### config.mk
export PLATFORM = sky130hd
export DESIGN_NAME = dpc_regs
export DESIGN_NICKNAME = d
export VERILOG_FILES = /design/src/rtl/dpc_pkg.sv /design/src/rtl/dpc_regs.sv
export SDC_FILE = /design/constraint.sdc
export NUM_CORES = 1
export LEC_CHECK = 0
export BUFFER_PORTS_ARGS = -buffer_cell sky130_fd_sc_hd__buf_2
export CORE_MARGIN = 2
export CORE_UTILIZATION = 41
export CTS_CLUSTER_DIAMETER = 150
export DETAILED_ROUTE_END_ITERATION = 10
export PLACE_DENSITY = 0.7
export RECOVER_POWER = 100
export REMOVE_ABC_BUFFERS = 1
export SYNTH_ARGS = -nofsm -noshare
export SYNTH_HDL_FRONTEND = slang
export SYNTH_SLANG_ARGS = --single-unit
export TNS_END_PERCENT = 50
### constraint.sdc
create_clock -name pclk -period 3.45 [get_ports pclk]
set_clock_uncertainty 0.05 [all_clocks]
set_input_delay 0.1725 -clock pclk [delete_from_list [all_inputs] [get_ports pclk]]
set_output_delay 0.1725 -clock pclk [all_outputs]
set_load 0.01 [all_outputs]
### src/rtl/dpc_pkg.sv
// package for the datapath control register bank
package dpc_pkg;
  // register indices; the byte address is four times the index
  localparam int DPC_IDX_CTRL_A = 0;
  localparam int DPC_IDX_CTRL_B = 1;
  localparam logic [11:0] DPC_OFF_CTRL_A = 12'(DPC_IDX_CTRL_A * 4);
  localparam logic [11:0] DPC_OFF_CTRL_B = 12'(DPC_IDX_CTRL_B * 4);
  localparam logic [11:0] DPC_OFF_EXT = 12'h008;
  localparam logic [7:0] DPC_RST_CTRL_A = 8'h70;
  localparam logic [7:0] DPC_RST_CTRL_B = 8'h11;
  localparam logic [7:0] DPC_RST_EXT = 8'h00;
  localparam logic [7:0] DPC_MASK_CTRL_B = 8'hF5;
  localparam logic [7:0] DPC_MASK_EXT = 8'h7F;
  localparam int DPC_A_OFFS_CORR = 7;
  localparam int DPC_A_FIFO_ON = 6;
  localparam int DPC_A_FRAME_WRST = 5;
  localparam int DPC_A_SYNC_ON = 4;
  localparam int DPC_A_ALARM_OUT = 3;
  localparam int DPC_A_ALARM_POL = 2;
  localparam int DPC_B_QMC_OFFS = 7;
  localparam int DPC_B_QMC_CORR = 6;
  localparam int DPC_B_FIRST_FILT = 5;
  localparam int DPC_B_SECOND_FILT = 4;
  localparam int DPC_B_PATTERN_CHK = 2;
  localparam int DPC_B_TWOS = 0;
  localparam int DPC_E_SYNC_SEL = 7;

  typedef enum logic [1:0] {
    DPC_MIX_NORMAL = 2'b00,
    DPC_MIX_HALF = 2'b01,
    DPC_MIX_PLUS_Q = 2'b10,
    DPC_MIX_MINUS_Q = 2'b11
  } dpc_mix_type;

  typedef struct packed {
    logic offs_corr_on;
    logic fifo_on;
    logic fifo_bypass;
    logic fifo_wr_reset;
    logic sync_pulse;
    logic alert_oe;
    logic alert_level;
    dpc_mix_type mix_mode;
    logic qmc_offs_on;
    logic qmc_corr_on;
    logic first_interp_filter_on;
    logic second_interp_filter_on;
    logic pattern_chk_on;
    logic twos_format;
  } dpc_ctrl_type;

  typedef struct packed {
    logic [7:0] ctrl_a;
    logic [7:0] ctrl_b;
    logic [7:0] ext;
    logic [2:0] frame_sync;
    logic [2:0] strobe_sync;
    logic [6:0] alarm_sync0;
    logic [6:0] alarm_sync1;
    logic pready;
    logic pslverr;
    logic [31:0] prdata;
    dpc_ctrl_type ctrl;
  } dpc_state_type;
endpackage

### src/rtl/dpc_regs.sv
// datapath control register bank with apb slave
//
// The APB slave port was left to the implementer.
`timescale 1ns/1ps
// Notes on behaviour
// - first register at 0x00 resets 0x70
// - second register at 0x04 resets 0x11
// - bit a6 enables fifo, else bypass
// - bit a5: packet strobe resets write pointer
// - bit a4: strobe used as multi-device sync
// - separate select bit picks sync source
// - bit a3 drives alert pin as output
// - alert pin governed by alarm mask
// - bit a2 alert polarity, 1 active high
// - bits a1:0 select mixer mode
// - bit a7 converter offset correction, reset 0
// - bit b7 quadrature offset correction
// - bit b6 quadrature phase gain correction
// - bit b5 first filter, 2x interpolation
// - bit b4 second filter, 4x, reset 1
// - bit b2 runs pattern checker
// - bit b0 twos complement, else offset binary
// - masked alarm never asserts alert pin
module dpc_regs
  import dpc_pkg::*;
(
  input wire logic pclk,
  input wire logic presetn,
  input wire logic psel,
  input wire logic penable,
  input wire logic pwrite,
  input wire logic [11:0] paddr,
  input wire logic [31:0] pwdata,
  input wire logic [3:0] pstrb,
  output logic [31:0] prdata,
  output logic pready,
  output logic pslverr,
  input wire logic packet_start_strobe,
  input wire logic output_timing_strobe,
  input wire logic [6:0] alarm_events,
  output logic alert_serial_out_pin_o,
  output logic alert_serial_out_pin_oe,
  output dpc_ctrl_type ctrl
);

  dpc_state_type cur_ff;
  dpc_state_type nxt_cur;

  function automatic logic [7:0] dpc_merge(input logic [7:0] old, input logic [31:0] wd,
                                           input logic [3:0] strb, input logic [7:0] msk);
    dpc_merge = (strb[0] ? wd[7:0] : old) & msk;
  endfunction

  logic setup;
  logic access_ok;
  logic wr;
  logic alarm_any;
  assign setup = psel && !penable;
  assign access_ok = (paddr == DPC_OFF_CTRL_A) || (paddr == DPC_OFF_CTRL_B)
                     || (paddr == DPC_OFF_EXT);
  // write lands at the edge that completes the access phase
  assign wr = psel && penable && cur_ff.pready && pwrite && access_ok;
  assign alarm_any = |(cur_ff.alarm_sync1 & ~cur_ff.ext[6:0]);

  always_comb begin
    logic [7:0] a;
    logic [7:0] b;
    logic sel_strobe;
    logic frm_edge;
    logic ost_edge;
    a = cur_ff.ctrl_a;
    b = cur_ff.ctrl_b;
    sel_strobe = cur_ff.ext[DPC_E_SYNC_SEL];
    // edge taken from second and third flops only
    frm_edge = cur_ff.frame_sync[1] && !cur_ff.frame_sync[0];
    ost_edge = cur_ff.strobe_sync[1] && !cur_ff.strobe_sync[0];
    nxt_cur = cur_ff;
    nxt_cur.frame_sync = {packet_start_strobe, cur_ff.frame_sync[2:1]};
    nxt_cur.strobe_sync = {output_timing_strobe, cur_ff.strobe_sync[2:1]};
    nxt_cur.alarm_sync0 = alarm_events;
    nxt_cur.alarm_sync1 = cur_ff.alarm_sync0;
    nxt_cur.pready = setup;
    nxt_cur.pslverr = setup && !access_ok;
    nxt_cur.prdata = 32'h0000_0000;
    if (setup && !pwrite) begin
      unique case (paddr)
        DPC_OFF_CTRL_A: nxt_cur.prdata = {24'h00_0000, a};
        DPC_OFF_CTRL_B: nxt_cur.prdata = {24'h00_0000, b};
        DPC_OFF_EXT: nxt_cur.prdata = {24'h00_0000, cur_ff.ext};
        default: nxt_cur.prdata = 32'h0000_0000;
      endcase
    end
    if (wr) begin
      unique case (paddr)
        DPC_OFF_CTRL_A: nxt_cur.ctrl_a = dpc_merge(a, pwdata, pstrb, 8'hFF);
        DPC_OFF_CTRL_B: nxt_cur.ctrl_b = dpc_merge(b, pwdata, pstrb, DPC_MASK_CTRL_B);
        default: nxt_cur.ext = dpc_merge(cur_ff.ext, pwdata, pstrb, DPC_MASK_EXT | 8'h80);
      endcase
    end
    nxt_cur.ctrl.offs_corr_on = a[DPC_A_OFFS_CORR];
    nxt_cur.ctrl.fifo_on = a[DPC_A_FIFO_ON];
    nxt_cur.ctrl.fifo_bypass = !a[DPC_A_FIFO_ON];
    nxt_cur.ctrl.fifo_wr_reset = a[DPC_A_FRAME_WRST] && frm_edge;
    nxt_cur.ctrl.sync_pulse = a[DPC_A_SYNC_ON] && (sel_strobe ? ost_edge : frm_edge);
    nxt_cur.ctrl.alert_oe = a[DPC_A_ALARM_OUT];
    nxt_cur.ctrl.alert_level = a[DPC_A_ALARM_POL] ? alarm_any : !alarm_any;
    nxt_cur.ctrl.mix_mode = dpc_mix_type'(a[1:0]);
    nxt_cur.ctrl.qmc_offs_on = b[DPC_B_QMC_OFFS];
    nxt_cur.ctrl.qmc_corr_on = b[DPC_B_QMC_CORR];
    nxt_cur.ctrl.first_interp_filter_on = b[DPC_B_FIRST_FILT];
    nxt_cur.ctrl.second_interp_filter_on = b[DPC_B_SECOND_FILT];
    nxt_cur.ctrl.pattern_chk_on = b[DPC_B_PATTERN_CHK];
    nxt_cur.ctrl.twos_format = b[DPC_B_TWOS];
  end

  always_ff @(posedge pclk or negedge presetn) begin
    if (!presetn) begin
      cur_ff <= '0;
      cur_ff.ctrl_a <= DPC_RST_CTRL_A;
      cur_ff.ctrl_b <= DPC_RST_CTRL_B;
      cur_ff.ext <= DPC_RST_EXT;
      cur_ff.ctrl.fifo_on <= 1'b1;
      cur_ff.ctrl.alert_level <= 1'b1;
      cur_ff.ctrl.first_interp_filter_on <= 1'b0;
      cur_ff.ctrl.second_interp_filter_on <= 1'b1;
      cur_ff.ctrl.twos_format <= 1'b1;
    end else begin
      cur_ff <= nxt_cur;
    end
  end

  assign prdata = cur_ff.prdata;
  assign pready = cur_ff.pready;
  assign pslverr = cur_ff.pslverr;
  assign ctrl = cur_ff.ctrl;
  assign alert_serial_out_pin_o = cur_ff.ctrl.alert_level;
  assign alert_serial_out_pin_oe = cur_ff.ctrl.alert_oe;

  reset_a_value_a: assert property (@(posedge pclk)
    $rose(presetn) |-> cur_ff.ctrl_a == DPC_RST_CTRL_A)
    else $error("first register reset value wrong");
  reset_b_value_a: assert property (@(posedge pclk)
    $rose(presetn) |-> cur_ff.ctrl_b == DPC_RST_CTRL_B)
    else $error("second register reset value wrong");
  write_a_lands_a: assert property (@(posedge pclk) disable iff (!presetn)
    (wr && paddr == DPC_OFF_CTRL_A && pstrb[0]) |=> cur_ff.ctrl_a == $past(pwdata[7:0]))
    else $error("write to first register lost");
  fifo_bypass_a: assert property (@(posedge pclk) disable iff (!presetn)
    ##1 ctrl.fifo_bypass == !$past(cur_ff.ctrl_a[6]))
    else $error("fifo bypass mismatch");
  frame_reset_a: assert property (@(posedge pclk) disable iff (!presetn)
    (!packet_start_strobe && cur_ff.ctrl_a[5]) ##1 (packet_start_strobe && cur_ff.ctrl_a[5])
    ##1 cur_ff.ctrl_a[5] ##1 cur_ff.ctrl_a[5] |-> ##1 ctrl.fifo_wr_reset)
    else $error("frame write reset missing");
  reserved_zero_a: assert property (@(posedge pclk) disable iff (!presetn)
    (cur_ff.ctrl_b[3] == 1'b0) && (cur_ff.ctrl_b[1] == 1'b0))
    else $error("reserved bit set");
  alert_dir_a: assert property (@(posedge pclk) disable iff (!presetn)
    ##1 alert_serial_out_pin_oe == $past(cur_ff.ctrl_a[3]))
    else $error("alert direction wrong");
  mask_blocks_a: assert property (@(posedge pclk) disable iff (!presetn)
    (cur_ff.ext[6:0] == 7'h7F && $stable(cur_ff.ext)) |=> alert_serial_out_pin_o
      == !cur_ff.ctrl_a[2] || $changed(cur_ff.ctrl_a))
    else $error("masked alarm reached pin");
  pready_timing_a: assert property (@(posedge pclk) disable iff (!presetn)
    (psel && !penable) |=> pready)
    else $error("pready late");
  write_cov_c: cover property (@(posedge pclk) wr && paddr == DPC_OFF_CTRL_B);
  sync_cov_c: cover property (@(posedge pclk) ctrl.sync_pulse);
  offs_corr_a: assert property (@(posedge pclk) disable iff (!presetn)
    ##1 ctrl.offs_corr_on == $past(cur_ff.ctrl_a[DPC_A_OFFS_CORR]))
    else $error("offset correction enable wrong");
  fifo_on_a: assert property (@(posedge pclk) disable iff (!presetn)
    ##1 ctrl.fifo_on == $past(cur_ff.ctrl_a[DPC_A_FIFO_ON]))
    else $error("fifo enable wrong");
  mix_mode_a: assert property (@(posedge pclk) disable iff (!presetn)
    ##1 ctrl.mix_mode == $past(cur_ff.ctrl_a[1:0]))
    else $error("mixer mode wrong");
  frame_gate_a: assert property (@(posedge pclk) disable iff (!presetn)
    ctrl.fifo_wr_reset |-> $past(cur_ff.ctrl_a[DPC_A_FRAME_WRST]))
    else $error("write reset while disabled");
  sync_gate_a: assert property (@(posedge pclk) disable iff (!presetn)
    ctrl.sync_pulse |-> $past(cur_ff.ctrl_a[DPC_A_SYNC_ON]))
    else $error("sync pulse while disabled");
  frame_pulse_a: assert property (@(posedge pclk) disable iff (!presetn)
    ctrl.fifo_wr_reset |=> !ctrl.fifo_wr_reset)
    else $error("write reset pulse too long");
  qmc_offs_a: assert property (@(posedge pclk) disable iff (!presetn)
    ##1 ctrl.qmc_offs_on == $past(cur_ff.ctrl_b[DPC_B_QMC_OFFS]))
    else $error("quadrature offset enable wrong");
  qmc_corr_a: assert property (@(posedge pclk) disable iff (!presetn)
    ##1 ctrl.qmc_corr_on == $past(cur_ff.ctrl_b[DPC_B_QMC_CORR]))
    else $error("phase gain enable wrong");
  first_filt_a: assert property (@(posedge pclk) disable iff (!presetn)
    ##1 ctrl.first_interp_filter_on == $past(cur_ff.ctrl_b[DPC_B_FIRST_FILT]))
    else $error("first filter enable wrong");
  second_filt_a: assert property (@(posedge pclk) disable iff (!presetn)
    ##1 ctrl.second_interp_filter_on == $past(cur_ff.ctrl_b[DPC_B_SECOND_FILT]))
    else $error("second filter enable wrong");
  pattern_chk_a: assert property (@(posedge pclk) disable iff (!presetn)
    ##1 ctrl.pattern_chk_on == $past(cur_ff.ctrl_b[DPC_B_PATTERN_CHK]))
    else $error("pattern checker enable wrong");
  twos_format_a: assert property (@(posedge pclk) disable iff (!presetn)
    ##1 ctrl.twos_format == $past(cur_ff.ctrl_b[DPC_B_TWOS]))
    else $error("number format wrong");
  alert_idle_a: assert property (@(posedge pclk) disable iff (!presetn)
    (cur_ff.alarm_sync1 == 7'h00 && $stable(cur_ff.ctrl_a)) |=>
      alert_serial_out_pin_o == !cur_ff.ctrl_a[DPC_A_ALARM_POL] || $changed(cur_ff.ctrl_a))
    else $error("alert idle level wrong");
  unmapped_wr_a: assert property (@(posedge pclk) disable iff (!presetn)
    (psel && penable && pwrite && pready && !access_ok) |=>
      $stable(cur_ff.ctrl_a) && $stable(cur_ff.ctrl_b) && $stable(cur_ff.ext))
    else $error("unmapped write changed a register");
  pready_pulse_a: assert property (@(posedge pclk) disable iff (!presetn)
    pready |=> !pready)
    else $error("pready held too long");
  pslverr_with_ready_a: assert property (@(posedge pclk) disable iff (!presetn)
    pslverr |-> pready)
    else $error("pslverr without pready");
  read_upper_zero_a: assert property (@(posedge pclk) disable iff (!presetn)
    prdata[31:8] == 24'h00_0000)
    else $error("read data upper bits set");
  err_cov_c: cover property (@(posedge pclk) pslverr);
  frame_cov_c: cover property (@(posedge pclk) ctrl.fifo_wr_reset);
  alert_cov_c: cover property (@(posedge pclk) alert_serial_out_pin_oe && !alert_serial_out_pin_o);
endmodule // dpc_regs

# Yosys cells after proc, flatten, opt, wreduce, memory -nomap -nowiden
# Cells that the tools add are included.
# totals
wordCells,59
ff_bits,91
# op_classes
mux,4
n_eq_ne,2
reduce_logical,26
n_bitwise,3
# ops
operator,count
32-bit two-way mux,1
8-bit case mux with 3 select lines,1
12-bit by 3-bit == test with 1-bit output (second input constant),1
12-bit by 4-bit == test with 1-bit output (second input constant),1
12-bit zero test,1
1-bit logical AND,11
3-bit AND reduction,3
7-bit AND,1
1-bit zero test,7
7-bit NOT,1
7-bit OR reduction,1
1-bit logical OR,2
1-bit two-way mux,2
2-bit OR reduction,1
1-bit NOT,1

# Depth between registers and ports, before layout
# Gate-level depths: netlist of run 1.
# depth
ltp_word,5
depth_mapped,5
mapped_depth_nobuf,4

# Worst setup path after synthesis of run 1
# OpenSTA, ideal clock, no wires.
# synth_timing
path_type,input-to-reg
from,in paddr[9]
to,reg cur_ff[79] (netlist name)
setup_slack_ns,1.359
path_stages,5
t_arrival_ns,1.916
required_ns,3.275
path_cell_list,or4_4 > nor4_4 > and4_1 > buf_6 > mux2_4
# synth_between
elab_chain_len,5
word_cells_on_any_way,7
classes_between,2 x eq/ne; 5 x reduce/logical
# synth_lines
item,line_no,text
from (decl),dpc_regs.sv:32,"input wire logic [11:0] paddr,"
12-bit by 3-bit == test with 1-bit output or 12-bit zero test (tied branches),"dpc_regs.sv:59, dpc_regs.sv:94",
1-bit logical OR,dpc_regs.sv:59,assign access_ok = (paddr == DPC_OFF_CTRL_A) || (paddr == DPC_OFF_CTRL_B)
1-bit logical OR,dpc_regs.sv:60,|| (paddr == DPC_OFF_EXT);
1-bit logical AND,dpc_regs.sv:62,assign wr = psel && penable && cur_ff.pready && pwrite && access_ok;
3-bit AND reduction (no source line) (*),n/a,
to (signal assigned),dpc_regs.sv:128,cur_ff <= nxt_cur;
to (decl),dpc_regs.sv:46,dpc_state_type cur_ff;
# Mark *: on every way between the ends. The rest lies on a longest branch, timed or not.
# A chain may end at the register's enable or synchronous reset.

# Worst setup path in the final report of run 1
# layout_timing
from,in paddr[9]
to,reg cur_ff[88] (netlist name)
# layout_between
elab_chain_len,5
word_cells_on_any_way,7
classes_between,2 x eq/ne; 5 x reduce/logical
# layout_lines
item,line_no
12-bit by 3-bit == test with 1-bit output or 12-bit zero test (tied branches),"dpc_regs.sv:59, dpc_regs.sv:94"
1-bit logical OR,dpc_regs.sv:59
1-bit logical OR,dpc_regs.sv:60
1-bit logical AND,dpc_regs.sv:62
3-bit AND reduction (no source line) (*),n/a
# Marked as above.

==> results of run 1 <==
## flip-flops by register name, summed over array words and instances (netlist names)
signal / flops
cur_ff: 42
ctrl: 13
prdata: 8
alert_serial_out_pin_o: 1
alert_serial_out_pin_oe: 1
pready: 1
pslverr: 1
## worst max-delay path: cells and delay by family
kind	cells	cell delay (ps)
and+or+nand+nor	3	1420
buffers and inverters	2	490
muxes	1	440
## final timing paths
check / start / to / slack (ps)
min reg2reg: cur_ff[68] / cur_ff[67] / 300
max in group asynchronous: presetn / cur_ff[89] / 1350
max reg2reg: pready / cur_ff[88] / 1840
max: paddr[9] / cur_ff[88] / 1100
min in group asynchronous: presetn / ctrl[14] / 760
min: pwdata[3] / cur_ff[72] / 40
## layout make-up
| class | count | area (µm²) | area share (%) |
|---|---|---|---|
| Sequential cell | 67 | 1690 | 55.2 |
| Multi-Input combinational cell | 95 | 691 | 22.6 |
| Timing Repair Buffer | 74 | 388 | 12.7 |
| Clock buffer | 13 | 149 | 4.87 |
| Tap cell | 77 | 96.3 | 3.15 |
| Inverter | 9 | 33.8 | 1.10 |
| Clock inverter | 3 | 15.0 | 0.491 |
## cells in the final DEF (no fill, tap or decap)
| cell | count |
|---|---|
| a2111oi_0 | 1 |
| a21boi_0 | 1 |
| a22oi_1 | 6 |
| a32oi_1 | 2 |
| and3_1 | 1 |
| and3b_1 | 1 |
| and4_1 | 2 |
| buf_2 | 32 |
| buf_4 | 2 |
| clkbuf_1 | 33 |
| clkbuf_8 | 10 |
| clkinv_2 | 3 |
| conb_1 | 24 |
| dfrtp_1 | 58 |
| dfstp_1 | 4 |
| dfstp_2 | 5 |
| dlygate4sd3_1 | 10 |
| inv_1 | 9 |
| mux2_1 | 6 |
| mux2_2 | 21 |
| nand2_1 | 2 |
| nand2b_1 | 3 |
| nand3b_1 | 1 |
| nand4_1 | 1 |
| nor2_1 | 10 |
| nor3_1 | 1 |
| nor4_1 | 2 |
| nor4_4 | 1 |
| o21ai_0 | 1 |
| o221ai_1 | 1 |
| o22ai_1 | 2 |
| or2_2 | 1 |
| or3b_2 | 1 |
| or4_1 | 1 |
| or4_4 | 1 |
| xor2_1 | 1 |
## per-stage QoR
step | cell area [µm²] | utilization, % | power, W | instances | hold WS, ps
floorplan | 2450 | - | 0.000839 | 171 | -173
global placement | 2880 | 44.8 | 0.000881 | 312 | 208
detailed placement | 2880 | 44.8 | 0.000882 | 312 | 214
CTS | 3140 | 48.9 | 0.00144 | 338 | 21.3
global route | 3060 | 47.7 | 0.00148 | 338 | 23.0
finish | 3060 | 47.7 | 0.00141 | 338 | 37.7
## timing repair
action | in CTS | in global routing
hold buffers | 10 | 0
buffers inserted | 0 | 0
hold endpoints to repair | 37 | 0
## cell families (layout without fill, tap and decap cells)
| group | after synthesis | count (layout) | share of synthesized area (%) |
|---|---|---|---|
| AOI/OAI and AO/OA | 14 | 14 | 3.83 |
| xor gates and xnor gates | 1 | 1 | 0.319 |
| buffers and inverters | 59 | 99 | 15.1 |
| DFF | 67 | 67 | 61.4 |
| muxes | 27 | 27 | 11.9 |
| other | 1 | 24 | 0.136 |
| and+or+nand+nor | 29 | 29 | 7.33 |
## metal layers
layer	vias up	part of all wire (%)	wire length [µm]	GRT usage, %
li1	720	-	-	-
met1	719	42	1880	15.6
met2	60	48	2160	19.3
met3	8	8.0	358	4.81
met4	0	1.7	76	8.51
met5	-	0	0	0
## power groups by stage
stage	Sequential (W)	Combinational [W]	Clock, W
floorplan	0.000817	0.0000220	0
global placement	0.000817	0.0000637	0
detailed placement	0.000817	0.0000654	0
CTS	0.000803	0.0000739	0.000562
global route	0.000803	0.0000806	0.000595
finish	0.000803	0.0000709	0.000539
==> flow_summary.json, run 1 <==
{
  "yosys_warnings": 0,
  "grt_util_all_layers_pct": 12.9,
  "antenna_found_initial": 0,
  "drt_first_iter_violations": 49,
  "p_int_w": 0.00110,
  "setup_slack_ps": 1100,
  "finalHoldViolations": 0,
  "finalSetupTns_ps": 0,
  "htreeDepth": 3,
  "fin_nets": 318,
  "num_vias": 1507,
  "avgSynthCellArea_um2": 13.9,
  "leakagePower_nw": 1.50,
  "grt_overflow": 0,
  "die-area_um2": 7370,
  "start_util_pct": 42.8,
  "syn2layout_area_growth_pct": 11.4,
  "slew_headroom_pct": -12.3,
  "grt_pass1_wl_um": 6960,
  "violations": "DRC, capacitance limit, slew limit",
  "reg2reg_depth": 3,
  "synth_top_area_share_pct": 52.8,
  "holdCritPathClass": "in -> reg",
  "portBuffers": 61,
  "min_path_cells": 2,
  "clock_path_buffers": 2,
  "fillers": 585,
  "rows": 29,
  "grt_pass1_vias": 1446,
  "power.density_nw_per_um2": 462,
  "combPwrFrac_pct": 5.0,
  "p_switching_w": 0.000309,
  "path_cells": "buf_2, or4_1, nor4_4, clkbuf_1, nand4_1, mux2_2",
  "yosysMostFrequentCell": "dfrtp_1",
  "clkLatencyLatePin_ps": 330,
  "avgViaCountPerCell": 4.46,
  "wirelength_um": 4470,
  "cp-end-kind": "flip-flop",
  "crit_slowest_cell": "or4_1",
  "synthFlopType": "dfrtp_1",
  "ir_worst_vdd_uv": 227,
  "drv_slew": 35,
  "power_frac_seq_pct": 56.8,
  "synth_largest_area_cell": "dfrtp_1",
  "drc": 4,
  "ios": 113,
  "ant_nets": 0,
  "gp_congestion": 0.722,
  "cts-root-buf": "clkbuf_8",
  "synth.area.top_cells": "dfrtp_1 53%, buf_4 13%, dfstp_2 8.6%",
  "dieHeight_um": 85.9,
  "pre_cts_ws_ps": 1070,
  "cts_tree": "done",
  "clockPowerShare_pct": 38.2,
  "setup_violations": 0,
  "cp_slowest_stage_delay_ps": 620,
  "num_antenna_cells": 0,
  "synth-async-reset-ratio_pct": 100,
  "cts-buffers-inserted": 9,
  "syn_inst": 198,
  "yosysUniqueCellTypes": 31,
  "period_share_pct": 68.2,
  "netlist_area_um2": 2750,
  "yosysSeqAreaShare_pct": 61.4,
  "critical_path_class": "in -> reg",
  "dp_hpwl_um": 3210,
  "rsz0062_at_grt": "no",
  "cp-start-kind": "primary input",
  "wire_per_inst_um": 13.2,
  "layout_min_cycle_time_ps": 2350,
  "cts.sinks": 67,
  "drive_gt1_share_pct": 29.5,
  "switching_share_pct": 21.9,
  "clk_pin_slew_ps": 60,
  "cp_max_fo": 10,
  "tightest_slew_ps": 1680,
  "cp.required_ps": 3620,
  "die_x_um": 85.9,
  "drt-pass1-iter-count": 9,
  "timing.fmax_ghz": 0.425,
  "netlist_top_cells_count": "58 x dfrtp_1, 47 x buf_4, 21 x mux2_2, 10 x nor2_1",
  "core_area_um2": 6420,
  "maxCapViolCount": 1,
  "ys_ff_latch": 67,
  "cp.arrival_ps": 2520,
  "synth_edf_count": 0,
  "grt_max_degree": 35,
  "status": "finished with violations",
  "cts.repair.resized": 0
}
No activity file was read; power rests on OpenSTA's default activity.
==> inputs of run 2 (changes only) <==
Settings changed: PLACE_DENSITY 0.7 to 0.73.
Clock period 3.45 ns to 1.9 ns, I/O delays scaled along.
==> run 2 against run 1 <==
  * The flow finishes with violations (DRC)
  * Combinational power grew 100%
  * Hold slack lost 22 ps
  * Via count grew 2.5%
  * Routed wire length grew 0.94%
  * Critical path type unchanged
==> flow_summary.json, run 2 (synthesized netlist as in run 1, its figures left out) <==
{
  "die-area_um2": 7370,
  "pre_cts_ws_ps": -170,
  "clk_pin_slew_ps": 70,
  "drt-pass1-iter-count": 9,
  "cp-start-kind": "primary input",
  "portBuffers": 61,
  "core_area_um2": 6420,
  "r2r-start": "pready",
  "die_x_um": 85.9,
  "crit_slowest_cell": "or4_4",
  "fillers": 581,
  "grt_pass1_vias": 1498,
  "cp_max_fo": 9,
  "violations": "DRC",
  "drt_first_iter_violations": 111,
  "dieHeight_um": 85.9,
  "cts-root-buf": "clkbuf_8",
  "wirelength_um": 4520,
  "rows": 29,
  "fin_util_pct": 50.0,
  "ios": 113,
  "fin_cells": 351,
  "maxCapViolCount": 0,
  "rsz0062_at_grt": "no",
  "regMostFlops": "cur_ff",
  "cp-startpoint": "paddr[9]",
  "drv_slew": 0,
  "critical_path_class": "in -> reg",
  "drive_gt1_share_pct": 31.4,
  "power.density_nw_per_um2": 814,
  "clkLatencyLatePin_ps": 340,
  "tightest_slew_ps": 873,
  "cts.sinks": 67,
  "start_util_pct": 42.8,
  "setup_violations": 0,
  "clock_path_buffers": 2,
  "grt_max_degree": 68,
  "grt_overflow": 0,
  "fin_nets": 331,
  "finalHoldViolations": 0,
  "layout_common_cells": "58 x dfrtp_1, 33 x clkbuf_1, 33 x buf_2",
  "layout_min_cycle_time_ps": 1730,
  "ir_worst_vdd_uv": 492,
  "syn2layout_area_growth_pct": 16.9,
  "wire_per_inst_um": 12.9,
  "dp_hpwl_um": 3130,
  "grt_util_all_layers_pct": 12.9,
  "holdCritPathClass": "in -> reg",
  "status": "finished with violations",
  "cts_setup_buffers": 0,
  "cts-buffers-inserted": 9,
  "setup_slack_ps": 168,
  "leakagePower_nw": 1.57,
  "postLayoutCellArea_um2": 3210,
  "timing.fmax_ghz": 0.577,
  "cp_slowest_stage_delay_ps": 540,
  "hp-start": "penable",
  "antenna_found_initial": 0,
  "cts.repair.resized": 0,
  "path_cells": "buf_2, or4_4, nor4_1, buf_4, nand4_4, mux2_2",
  "cts_tree": "done",
  "slew_headroom_pct": 41.8,
  "gp_congestion": 0.753,
  "placed_cells": 317,
  "period_share_pct": 91.2,
  "cp.arrival_ps": 1910,
  "cp-end-kind": "flip-flop",
  "drc": 6,
  "num_antenna_cells": 0,
  "final_common_cell": "dfrtp_1",
  "grt_pass1_wl_um": 7060,
  "cp.required_ps": 2070,
  "avgViaCountPerCell": 4.40,
  "num_vias": 1545,
  "largest_reg_flops": 42,
  "htreeDepth": 3,
  "ant_nets": 0,
  "place_area_um2": 2940
}
run 2: cell types whose count changed in the layout (fill, tap and decap cells not counted), sizes merged:
cell and delta:
clkbuf +2, dlygate4sd3 +8, clkinv -1, buf +4
run 2: per-layer routing:
layer | track usage (%) | vias to the layer above | share of wire [%]
li1 | - | 741 | -
met1 | 15.4 | 740 | 42
met2 | 20.1 | 52 | 49
met3 | 5.20 | 12 | 6.5
met4 | 6.49 | 0 | 2.2
met5 | 0 | - | 0
run 2: per-stage QoR:
| stage | setup TNS (ps) | total power (W) | hold slack (ps) |
|---|---|---|---|
| finish | 0 | 0.00262 | 15.4 |
| global route | 0 | 0.00274 | 39.5 |
| CTS | 0 | 0.00267 | 2.06 |
| detailed placement | -2100 | 0.00161 | 83.5 |
| global placement | -2120 | 0.00160 | 82.0 |
| floorplan | -1140 | 0.00152 | -251 |
run 2: path summary, 6_finish.rpt:
| check | endpoint | slack, ps | depth (start not counted) |
|---|---|---|---|
| max | cur_ff[86] | 170 | 6 |
| min | pready | 20 | 3 |
| max reg2reg | cur_ff[84] | 360 | 4 |
| min reg2reg | cur_ff[55] | 300 | 0 |
| max in group asynchronous | cur_ff[74] | 760 | 3 |
| min in group asynchronous | ctrl[5] | 450 | 3 |
run 2: layout make-up:
cell class                      instances  area (µm²)  area share [%]
Clock buffer                           14         163            5.06
Clock inverter                          2        10.0           0.312
Inverter                                9        33.8            1.05
Multi-Input combinational cell         95         706            22.0
Sequential cell                        67        1690            52.6
Tap cell                               77        96.3            3.00
Timing Repair Buffer                   87         515            16.0
run 2: worst max-delay path: cells and delay by family:
| family | cells | cell delay (ps) |
|---|---|---|
| buffers and inverters | 2 | 350 |
| muxes | 1 | 340 |
| and+or+nand+nor | 3 | 1110 |
run 2: timing repair:
action / 4_1_cts / 5_1_grt
hold buffers: 18 / 0
setup endpoints to repair: 0 / 0
hold endpoints to repair: 90 / 0
run 2: where the power goes:
group / internal, W / leakage [nW] / switching, W
clock: 0.000542 / 0.0905 / 0.000474
combinational: 0.0000611 / 0.624 / 0.0000814
sequential: 0.00145 / 0.851 / 0.00000636
==> inputs of run 3 (changes only) <==
Settings changed: ABC_AREA from default to 1, PLACE_DENSITY 0.73 to 0.71.
==> run 3 against run 2 <==
  * The run now ends clean
  * Final cell count grew 32%
  * Synthesized cell count is 48% higher
  * Sequential power hardly changed
  * Final area is 8.5% higher
  * Combinational power grew 20%
  * Critical path type unchanged
  * Flip-flop and latch count stayed put
  * Routed wire length grew 15%
==> flow_summary.json, run 3 <==
{
  "cts.repair.resized": 0,
  "drt_first_iter_violations": 88,
  "cts.sinks": 67,
  "cts_tree": "done",
  "placed_cells": 428,
  "cp-start-kind": "primary input",
  "multi_input_area_um2": 863,
  "dieHeight_um": 89.6,
  "setup_violations": 0,
  "holdCritPathClass": "in -> reg",
  "status": "finished, final reports clean",
  "portBuffers": 61,
  "die_x_um": 89.6,
  "leakagePower_nw": 1.85,
  "avgViaCountPerCell": 4.31,
  "drv_slew": 0,
  "grt_max_degree": 68,
  "wire_per_inst_um": 11.2,
  "netlist_top_cells_count": "65 x nand2_1, 58 x dfrtp_1, 47 x buf_4, 27 x nand3_1, 22 x inv_1",
  "cp-startpoint": "penable",
  "synth-async-reset-ratio_pct": 100,
  "die-area_um2": 8020,
  "largest_reg_flops": 42,
  "final_common_cell": "nand2_1",
  "synthFlopType": "dfrtp_1",
  "yosysSeqAreaShare_pct": 56.2,
  "layout_common_cells": "66 x nand2_1, 58 x dfrtp_1, 34 x buf_2",
  "clock_path_buffers": 2,
  "dp_hpwl_um": 3650,
  "ant_nets": 0,
  "cp_max_fo": 7,
  "drt-pass1-iter-count": 4,
  "clk_pin_slew_ps": 70,
  "syn2layout_area_growth_pct": 16.1,
  "drive_gt1_share_pct": 19.5,
  "whs_ps": 149,
  "wirelength_um": 5180,
  "timing.fmax_ghz": 0.656,
  "register_area_um2": 1690,
  "cp.required_ps": 2120,
  "synth_top_area_share_pct": 48.4,
  "grt_util_all_layers_pct": 13.9,
  "syn_inst": 294,
  "finalHoldViolations": 0,
  "power.total_w": 0.00283,
  "grt_pass1_vias": 1806,
  "grt_overflow": 0,
  "finalSetupTns_ps": 0,
  "regMostFlops": "cur_ff",
  "cp.arrival_ps": 1750,
  "drc": 0,
  "synth_edf_count": 0,
  "gp_congestion": 0.831,
  "antenna_found_initial": 0,
  "clkLatencyLatePin_ps": 350,
  "rsz0062_at_grt": "no",
  "cp-endpoint": "prdata[6]",
  "power.density_nw_per_um2": 813,
  "layout_min_cycle_time_ps": 1520,
  "r2r_slack_ps": 520,
  "rows": 31,
  "start_util_pct": 41.8,
  "reg2reg_depth": 5,
  "fin_cells": 464,
  "maxCapViolCount": 0,
  "ios": 113,
  "tightest_slew_ps": 844,
  "ir_worst_vdd_uv": 422,
  "synth_largest_area_cell": "dfrtp_1",
  "cts-root-buf": "clkbuf_8",
  "period_share_pct": 80.2,
  "cts-buffers-inserted": 9,
  "fin_nets": 423,
  "fillers": 687,
  "ys_ff_latch": 67,
  "num_vias": 2000,
  "synth.area.top_cells": "dfrtp_1 48%, buf_4 12%, nand2_1 8.1%",
  "r2r-start": "pready",
  "yosysMostFrequentCell": "nand2_1",
  "core_area_um2": 7180,
  "r2r-end": "cur_ff[83]",
  "cp-end-kind": "flip-flop",
  "critical_path_class": "in -> reg",
  "yosysUniqueCellTypes": 27,
  "netlist_area_um2": 3000,
  "yosys_warnings": 0,
  "grt_pass1_wl_um": 8150,
  "slew_headroom_pct": 43.7,
  "avgSynthCellArea_um2": 10.2,
  "htreeDepth": 3,
  "num_antenna_cells": 0
}
run 3: changes by cell type after synthesis, sizes merged, moves of 11 or more:
cell	before	now
mux2	27	0
nand2	2	70
nor2	10	21
nand4	1	12
inv	9	27
nand3	0	29
run 3: worst min path at each step:
stage | from | end | cells past startpoint
CTS | paddr[2] | cur_ff[91] | 4
global route | paddr[2] | cur_ff[91] | 4
floorplan | presetn | alert_serial_out_pin_oe | 0
finish | pwrite | cur_ff[87] | 5
detailed placement | presetn | prdata[6] | 2
global placement | presetn | ctrl[4] | 2
run 3: layout make-up:
type / instances / share of cell area (%)
repair buffers: 85 / 14.5
well taps: 99 / 3.55
multi-input cells: 171 / 24.8
flip-flops and latches: 67 / 48.4
clock buffers: 13 / 4.85
clock inverters: 2 / 1.01
inverters: 27 / 2.91
run 3: cells by family (layout without fill, tap and decap cells):
family	Yosys count	after routing	synth area share [%]
compound gates	12	12	2.50
buf+inv	79	127	16.9
flops	67	67	56.2
other cells	1	24	0.125
simple gates	135	135	24.2
run 3: critical path, cell delays in order:
cell and delay (ps):
dlygate4sd3_1 540, buf_2 130, nor2_1 160, nand2_1 80, nor2_1 430, clkinv_1 170
nor2_1 150
run 3: stage by stage:
stage / util, % / cell area (µm²) / setup WS, ps
floorplan: - / 2680 / 501
global placement: 43.8 / 3150 / 479
detailed placement: 43.8 / 3150 / 445
CTS: 49.6 / 3560 / 466
global route: 48.6 / 3480 / 255
finish: 48.6 / 3480 / 375
run 3: timing repair:
action                    4_1_cts  5_1_grt
hold buffers                   21        0
buffers inserted                0        0
hold endpoints to repair       95        0
run 3: per-layer routing:
| metal | vias to the layer above | share of wire (%) | global-route usage [%] |
|---|---|---|---|
| li1 | 998 | - | - |
| met1 | 919 | 44 | 16.9 |
| met2 | 70 | 48 | 21.7 |
| met3 | 13 | 5.9 | 4.43 |
| met4 | 0 | 2.3 | 8.28 |
| met5 | - | 0 | 0 |
run 3: report_power, final:
group / switching, W / total (W) / internal, W
Combinational: 0.000103 / 0.000170 / 0.0000670
Clock: 0.000501 / 0.00121 / 0.000705
Sequential: 0.00000615 / 0.00146 / 0.00145
Total: 0.000610 / 0.00283 / 0.00222
